==> src/include/gauge_pkg.sv <==
// Constants, state codes and timing for the coolant temperature gauge.
// Assumes a 10 MHz system clock and temperature messages in whole degC.
//
// How it works
// - Messages of 41 to 124 degC place the needle linearly on the scale.
// - The linear position holds until the next message, message loss, a test or off.
// - Messages at or below 40 degC pin the needle at the leftmost mark.
// - Messages of 127 degC or more: needle to red centre, warning lamp on.
// - Entering the hot state chimes once; one chime per ignition cycle.
// - Hot state holds needle and lamp until 124 degC or lower, or off.
// - Messages of 129 degC or more move the needle to the far right.
// - Critical state holds the far right until 127 degC or lower, or off.
// - No message for over twelve seconds drops the needle to minimum.
// - Ignition off returns the needle low and forgets every held state.
// - Actuator test sweeps the needle through fixed points in order.
// - The gauge is driven only with the ignition in On or Start.
// - Scale maps 40 to 125 degC onto a 90 degree needle sweep.
// - Fog lamp indicator follows its wired feed, not ignition or bus.

package gauge_pkg;

  // Clock and times
  localparam int unsigned CLK_HZ = 32'h0098_9680;
  localparam int unsigned MS_PER_S = 32'h3E8;
  localparam int unsigned CLK_PER_MS = CLK_HZ / MS_PER_S;
  localparam int unsigned MSG_TIMEOUT_MS = 32'h2EE0;
  localparam int unsigned MSG_TIMEOUT_CYCLES = MSG_TIMEOUT_MS * CLK_PER_MS;
  localparam int unsigned SWEEP_DWELL_MS = 32'h1F4;
  localparam int unsigned SWEEP_DWELL_CYCLES = SWEEP_DWELL_MS * CLK_PER_MS;

  // Temperature thresholds in degC
  localparam logic [7:0] TEMP_LOW_MAX = 8'h28;
  localparam logic [7:0] TEMP_SCALE_MIN = 8'h28;
  localparam logic [7:0] TEMP_SCALE_MAX = 8'h7D;
  localparam logic [7:0] TEMP_NORM_MAX = 8'h7C;
  localparam logic [7:0] TEMP_HIGH = 8'h7F;
  localparam logic [7:0] TEMP_CRIT_EXIT = 8'h7F;
  localparam logic [7:0] TEMP_CRIT = 8'h81;

  // Needle angle in degrees of sweep
  localparam logic [14:0] SWEEP_SPAN = 15'h5A;
  localparam logic [14:0] TEMP_SPAN = 15'h55;
  localparam logic [6:0] NEEDLE_MIN = 7'h00;
  localparam logic [6:0] NEEDLE_MAX = 7'h5A;
  localparam logic [6:0] RED_CENTRE = 7'h55;

  // Calibration sweep, entry 0 first
  localparam int unsigned SWEEP_N = 32'h6;
  localparam logic [2:0] SWEEP_LAST = 3'h5;
  localparam logic [5:0][6:0] SWEEP_POINTS =
    {7'h00, 7'h2D, 7'h5A, 7'h3C, 7'h1E, 7'h00};

  typedef enum logic [6:0] {
    ST_OFF  = 7'h01,
    ST_WAIT = 7'h02,
    ST_LOW  = 7'h04,
    ST_NORM = 7'h08,
    ST_HIGH = 7'h10,
    ST_CRIT = 7'h20,
    ST_TEST = 7'h40
  } gauge_state_t;

endpackage

==> src/rtl/coolant_gauge.sv <==
// Coolant temperature gauge control: needle, check-gauges lamp, chime,
// actuator sweep and the hard-wired fog lamp indicator.
// Assumes messages arrive from a bus receiver on sys_clk; ignition and fog
// feed are raw pins and are synchronised here.
`timescale 1ns/1ns
`default_nettype none

module coolant_gauge #(
  parameter int unsigned TIMEOUT_CYCLES = gauge_pkg::MSG_TIMEOUT_CYCLES,
  parameter int unsigned DWELL_CYCLES = gauge_pkg::SWEEP_DWELL_CYCLES
) (
  // Clock and reset
  input wire logic sys_clk,
  input wire logic sys_rst,
  // Pins from the harness
  input wire logic ign_run_start,
  input wire logic fog_feed,
  // Temperature messages from the bus receiver
  input wire logic msg_valid,
  input wire logic [7:0] msg_temp,
  // Actuator test request
  input wire logic test_req,
  // Gauge outputs
  output logic gauge_supply,
  output logic [6:0] needle_pos,
  output logic check_gauges,
  output logic chime,
  output logic test_busy,
  output logic fog_lamp
);

  gauge_pkg::gauge_state_t state;
  gauge_pkg::gauge_state_t next_state;

  logic ign_s1;
  logic ign_on;
  logic ign_prev;
  logic fog_s1;
  logic fog_s2;
  logic chime_done;
  logic [2:0] step;
  logic [2:0] next_step;
  logic [6:0] next_needle;
  logic [6:0] rom_data;
  logic msg_lost;
  logic dwell_done;

  // Pin synchronisers
  always_ff @(posedge sys_clk)
  begin
    if (sys_rst)
    begin
      ign_s1 <= 1'b0;
      ign_on <= 1'b0;
      ign_prev <= 1'b0;
      fog_s1 <= 1'b0;
      fog_s2 <= 1'b0;
    end
    else
    begin
      ign_s1 <= ign_run_start;
      ign_on <= ign_s1;
      ign_prev <= ign_on;
      fog_s1 <= fog_feed;
      fog_s2 <= fog_s1;
    end
  end

  // Decode of the current state and of the message
  wire in_test = (state == gauge_pkg::ST_TEST);
  wire in_crit = (state == gauge_pkg::ST_CRIT);
  wire in_hot = (state == gauge_pkg::ST_HIGH) || in_crit;
  wire ign_rise = ign_on && !ign_prev;
  wire run = ign_on && !in_test;
  wire start_test = run && test_req;
  wire accept = run && msg_valid && !test_req;
  wire sweep_end = in_test && dwell_done && (step == gauge_pkg::SWEEP_LAST);
  wire step_adv = in_test && dwell_done;

  wire t_crit = (msg_temp >= gauge_pkg::TEMP_CRIT);
  wire t_crit_hold = in_crit && (msg_temp > gauge_pkg::TEMP_CRIT_EXIT);
  wire t_high = (msg_temp >= gauge_pkg::TEMP_HIGH);
  wire t_high_hold = in_hot && (msg_temp > gauge_pkg::TEMP_NORM_MAX);
  wire t_low = (msg_temp <= gauge_pkg::TEMP_LOW_MAX);

  // Scale mapping, 40 degC left stop to 125 degC right
  function automatic logic [6:0] lin_pos(input logic [7:0] t);
    logic [7:0] tc;
    logic [14:0] prod;
    logic [14:0] q;
    tc = (t > gauge_pkg::TEMP_SCALE_MAX) ? gauge_pkg::TEMP_SCALE_MAX : t;
    prod = 15'(tc - gauge_pkg::TEMP_SCALE_MIN) * gauge_pkg::SWEEP_SPAN;
    q = prod / gauge_pkg::TEMP_SPAN;
    return q[6:0];
  endfunction

  wire [6:0] msg_needle = lin_pos(msg_temp);

  // Next state
  always_comb
  begin
    next_state = state;
    if (!ign_on)
      next_state = gauge_pkg::ST_OFF;
    else if (start_test)
      next_state = gauge_pkg::ST_TEST;
    else if (in_test)
      next_state = sweep_end ? gauge_pkg::ST_WAIT : gauge_pkg::ST_TEST;
    else if (state == gauge_pkg::ST_OFF)
      next_state = gauge_pkg::ST_WAIT;
    else if (accept)
    begin
      if (t_crit)
        next_state = gauge_pkg::ST_CRIT;
      else if (t_crit_hold)
        next_state = gauge_pkg::ST_CRIT;
      else if (t_high)
        next_state = gauge_pkg::ST_HIGH;
      else if (t_high_hold)
        next_state = gauge_pkg::ST_HIGH;
      else if (t_low)
        next_state = gauge_pkg::ST_LOW;
      else
        next_state = gauge_pkg::ST_NORM;
    end
    else if (msg_lost)
      next_state = gauge_pkg::ST_WAIT;
  end

  // Next needle position
  always_comb
  begin
    case (next_state)
      gauge_pkg::ST_NORM:
        next_needle = accept ? msg_needle : needle_pos;
      gauge_pkg::ST_HIGH:
        next_needle = gauge_pkg::RED_CENTRE;
      gauge_pkg::ST_CRIT:
        next_needle = gauge_pkg::NEEDLE_MAX;
      gauge_pkg::ST_TEST:
        next_needle = rom_data;
      default:
        next_needle = gauge_pkg::NEEDLE_MIN;
    endcase
  end

  assign next_step = !in_test ? 3'h0 : (step_adv ? step + 3'h1 : step);

  wire next_hot = (next_state == gauge_pkg::ST_HIGH) ||
                  (next_state == gauge_pkg::ST_CRIT);
  wire next_chime = next_hot && !in_hot && !chime_done;

  always_ff @(posedge sys_clk)
  begin
    if (sys_rst)
    begin
      state <= gauge_pkg::ST_OFF;
      step <= 3'h0;
      needle_pos <= gauge_pkg::NEEDLE_MIN;
    end
    else
    begin
      state <= next_state;
      step <= next_step;
      needle_pos <= next_needle;
    end
  end

  always_ff @(posedge sys_clk)
  begin
    if (sys_rst)
    begin
      check_gauges <= 1'b0;
      chime <= 1'b0;
      chime_done <= 1'b0;
      test_busy <= 1'b0;
      gauge_supply <= 1'b0;
      fog_lamp <= 1'b0;
    end
    else
    begin
      check_gauges <= next_hot;
      chime <= next_chime;
      chime_done <= ign_on && (chime_done || next_chime);
      test_busy <= (next_state == gauge_pkg::ST_TEST);
      // Supply only in On or Start
      gauge_supply <= ign_on;
      fog_lamp <= fog_s2;
    end
  end

  wire loss_restart = !ign_on || ign_rise || accept || in_test;

  gauge_timer #(
    .LIMIT(TIMEOUT_CYCLES)
  ) u_loss_timer (
    .sys_clk(sys_clk),
    .sys_rst(sys_rst),
    .restart(loss_restart),
    .expired(msg_lost)
  );

  // Each sweep point dwells long enough for the air core to settle
  gauge_timer #(
    .LIMIT(DWELL_CYCLES)
  ) u_dwell_timer (
    .sys_clk(sys_clk),
    .sys_rst(sys_rst),
    .restart(!in_test || step_adv),
    .expired(dwell_done)
  );

  gauge_sweep_rom u_sweep_rom (
    .sys_clk(sys_clk),
    .addr(next_step),
    .data(rom_data)
  );
endmodule
`default_nettype wire

==> src/rtl/gauge_timer.sv <==
// Restartable interval counter that saturates at its limit.
// Assumes restart comes from logic on the same clock.
`timescale 1ns/1ns
`default_nettype none

module gauge_timer #(
  parameter int unsigned LIMIT = 32'h10
) (
  // Clock and reset
  input wire logic sys_clk,
  input wire logic sys_rst,
  // Control
  input wire logic restart,
  // Status
  output logic expired
);

  localparam int W = $clog2(LIMIT + 1);
  localparam logic [W-1:0] LIM = W'(LIMIT);

  logic [W-1:0] count;
  wire at_limit = (count >= LIM);

  always_ff @(posedge sys_clk)
  begin
    if (sys_rst || restart)
      count <= '0;
    else if (!at_limit)
      count <= count + 1'b1;
  end

  assign expired = at_limit;

endmodule
`default_nettype wire

==> src/rtl/gauge_sweep_rom.sv <==
// Calibration point table for the actuator sweep, registered read.
// Assumes the address comes from logic on the same clock.
`timescale 1ns/1ns
`default_nettype none

module gauge_sweep_rom (
  // Clock
  input wire logic sys_clk,
  // Read port
  input wire logic [2:0] addr,
  output logic [6:0] data
);

  wire [6:0] point = (addr > gauge_pkg::SWEEP_LAST) ?
    gauge_pkg::NEEDLE_MIN : gauge_pkg::SWEEP_POINTS[addr];

  always_ff @(posedge sys_clk)
  begin
    data <= point;
  end

endmodule
`default_nettype wire

==> config.mk <==
export PLATFORM = sky130hd
export DESIGN_NAME = coolant_gauge
export DESIGN_NICKNAME = d
export VERILOG_FILES = /design/src/include/gauge_pkg.sv /design/src/rtl/coolant_gauge.sv /design/src/rtl/gauge_timer.sv /design/src/rtl/gauge_sweep_rom.sv
export SDC_FILE = /design/constraint.sdc
export NUM_CORES = 1
export LEC_CHECK = 0
export BUFFER_PORTS_ARGS = -buffer_cell sky130_fd_sc_hd__buf_2
export CAP_MARGIN = 20
export CORE_MARGIN = 8
export CORE_UTILIZATION = 60
export DETAILED_ROUTE_END_ITERATION = 12
export PLACE_DENSITY = 0.8
export SETUP_SLACK_MARGIN = 0.05
export SYNTH_ARGS = -nofsm -noshare
export SYNTH_HDL_FRONTEND = slang
export SYNTH_HIERARCHICAL = 1
export SYNTH_SLANG_ARGS = --single-unit
==> constraint.sdc <==
create_clock -name sys_clk -period 14.9 [get_ports sys_clk]
set_input_delay 2.235 -clock sys_clk [delete_from_list [all_inputs] [get_ports sys_clk]]
set_output_delay 2.235 -clock sys_clk [all_outputs]
set_load 0.01 [all_outputs]
==> flow_summary_export.csv <==
group,metric,value,unit
status,status,"finished, final reports clean",
route,routed_wl,19900,µm
route,vias,7977,
route,vias_per_cell,6.36,
global_routing,grt-ovfl-total,0,
global_routing,grt_pass1_vias,7248,
critical_path,cp_slowest_cell,"o31ai_1",
synth,yosysWarnings,6,
route,wl_per_cell,15.8,µm
sta,rsz0062_at_grt,"no",
cts,clk_path_buf_depth,2,
placed_design,io_buffer_count,25,
placed_design,pre_cts_ws,1.06,ns
sta,max_freq,0.0748,GHz
critical_path,cp-end-kind,"register",
finish,drive_gt1_frac,0.117,
critical_path,required,15.10,ns
synth,syn_area,8190,µm²
cts,h-tree-depth,3,
global_routing,grt_pass1_wl,34300,µm
sta,final-hold-violation-count,0,
global_routing,grtUsageTotal,0.224,
synth,syn-num-nets,1133,
sta,min_period,13.38,ns
finish,postLayoutCoreUtil,0.653,
route,drtIter0Drc,790,
cts,clk_latency,0.34,ns
critical_path,startpoint,"msg_temp[5]",
critical_path,criticalPathCategory,"in2reg",
global_routing,grt_max_degree,28,
synth,yosys-top-cells-area,"dfxtp_1 (21%), ha_1 (5.3%), a21oi_1 (4.5%)",
synth,syn_area_per_cell,7.65,µm²
global_routing,antenna_found_initial,1,
worst_hold_path,hold_class,"reg2reg",
critical_path,worstReg2RegStart,"state[2]",
synth,synth-seq-area-share,0.205,
sta,fin_crit_sh,0.898,
sta,fin_ws,1.52,ns
floorplanning,fp.coreArea,13300,µm²
synth,synth_cell_types,107,
sta,drv_slew,0,
finish,nets,1135,
synth,synth_seq_cells,84,
critical_path,setup.worst_path.start_class,"input port",
worst_hold_path,min-delay-start,"fog_s2",
placed_design,gp_congestion,0.942,
cts,cts_setup_buffers,0,
sta,tightest_slew,1.09,ns
cts,path_clk_slew,0.06,ns
sta,setup_violations,0,
floorplanning,die_w,133,µm
job,max_cap_viol_count,0,
synth,synth_top_area_cell,"dfxtp_1",
synth,synthFlopType,"dfxtp_1",
critical_path,critPathArrivalTime,13.57,ns
placed_design,hpwl,15000,µm
finish,area_growth,6.04,%
floorplanning,die_area,17600,µm²
cts,cts_sinks,84,
cts,cts_root_buf,"clkbuf_16",
critical_path,slowest_delay,0.64,ns
floorplanning,io_pins,26,
critical_path,r2r_slack,10.61,ns
sta,finalClockSkew,0.00724,ns
cts,postCtsHoldBufs,0,
synth,synth-edff-count,0,
floorplanning,initial_utilization,0.616,
placed_design,placed_cells,1237,
cts,cts_tree,"built",
sta,tns,0,ns
route,ant_nets,0,
finish,final_cells,1255,
sta,slew_headroom,0.270,
floorplanning,die_h,133,µm
floorplanning,std_cell_rows,42,
synth,yosysTopAreaCellShare,0.205,
cts,cts_buffers,9,
critical_path,crit_fanout,14,
cts,cts_resized,0,
route,drcViolationCount,0,
synth,syn_inst,1071,
synth,async_flop_share,0,
route,dr.pass1.iters,5,
-- final timing paths --
path | to | depth (start not counted)
setup reg to reg | needle_pos[0] | 14
hold / removal | fog_lamp | 1
setup / recovery | needle_pos[0] | 41
hold reg to reg | fog_lamp | 1
-- through the flow --
step / cell area, µm² / hold slack, ns
floorplan: 8190 / 0.414
global placement: 8340 / 0.418
detailed placement: 8340 / 0.426
CTS: 8670 / 0.439
global route: 8680 / 0.455
finish: 8680 / 0.436
-- routing by layer --
layer  global-route usage  routed length, µm  part of all wire
met1                0.316               9630              0.48
met2                0.345               8910              0.45
met3               0.0363               1080             0.054
met4               0.0555                263             0.013
met5                    0                  0                 0
-- flip-flops by register name (all words and copies together) (netlist names), 3 cells and up --
name,count
u_loss_timer/count,27
needle_pos,7
step,3
state,7
u_sweep_rom/data,7
u_dwell_timer/count,23
-- Yosys cell counts (5+ instances only) --
master,instances
or4_1,9
xnor2_1,35
o21ai_0,51
fa_1,13
nand2b_1,9
nor4_1,11
nor2_1,86
a21oi_2,12
o31ai_1,8
a21oi_1,73
a31oi_1,14
a211oi_1,15
o211ai_1,15
nand3_1,48
nand2_1,82
and2_1,10
o32ai_1,5
xor2_1,10
a211o_1,6
and3_1,14
a21o_1,11
inv_1,67
nand4_1,18
nor3_1,31
and4_1,7
or2_2,13
o21ai_1,29
a221oi_1,7
or3_1,39
mux2i_1,11
ha_1,35
a22oi_1,6
nor2b_1,19
clkbuf_1,18
o21a_1,9
buf_2,7
mux2_2,5
dfxtp_1,84
-- cell families after synthesis --
group / synth area share
simple gates: 0.278
mux: 0.0237
fa+ha+maj: 0.0892
xor+xnor: 0.0541
buf+inv: 0.0553
compound gates: 0.294
flops: 0.205
-- placed cells by master, fill, tap and decap left out, drive strengths merged, types with 36 or more instances in the layout --
cell	n
nand2	82
a21oi	86
o21ai	85
or3	40
xnor2	36
nand3	48
nor2	90
inv	69
dfxtp	84
-- cell type report --
class	instances	area [µm²]
clock buffer	12	267
multi-input combinational	883	6060
tap	176	220
clock inverter	4	55.1
timing repair buffer	27	140
inverter	68	255
sequential	84	1680
fill	1159	4610
antenna	1	2.50
-- critical path, delay by kind of cell --
| family | cells | cell delay (ns) |
|---|---|---|
| multiplexers | 2 | 0.67 |
| buffers and inverters | 4 | 0.37 |
| AND/OR/NAND/NOR | 9 | 2.16 |
| AO/OA/AOI/OAI | 18 | 5.26 |
| adder cells (fa/ha/maj) | 5 | 1.87 |
| XOR/XNOR | 3 | 1.02 |
Power is not shown: default switching activity piles up to over one toggle a cycle in this logic, so the estimate is an artifact.
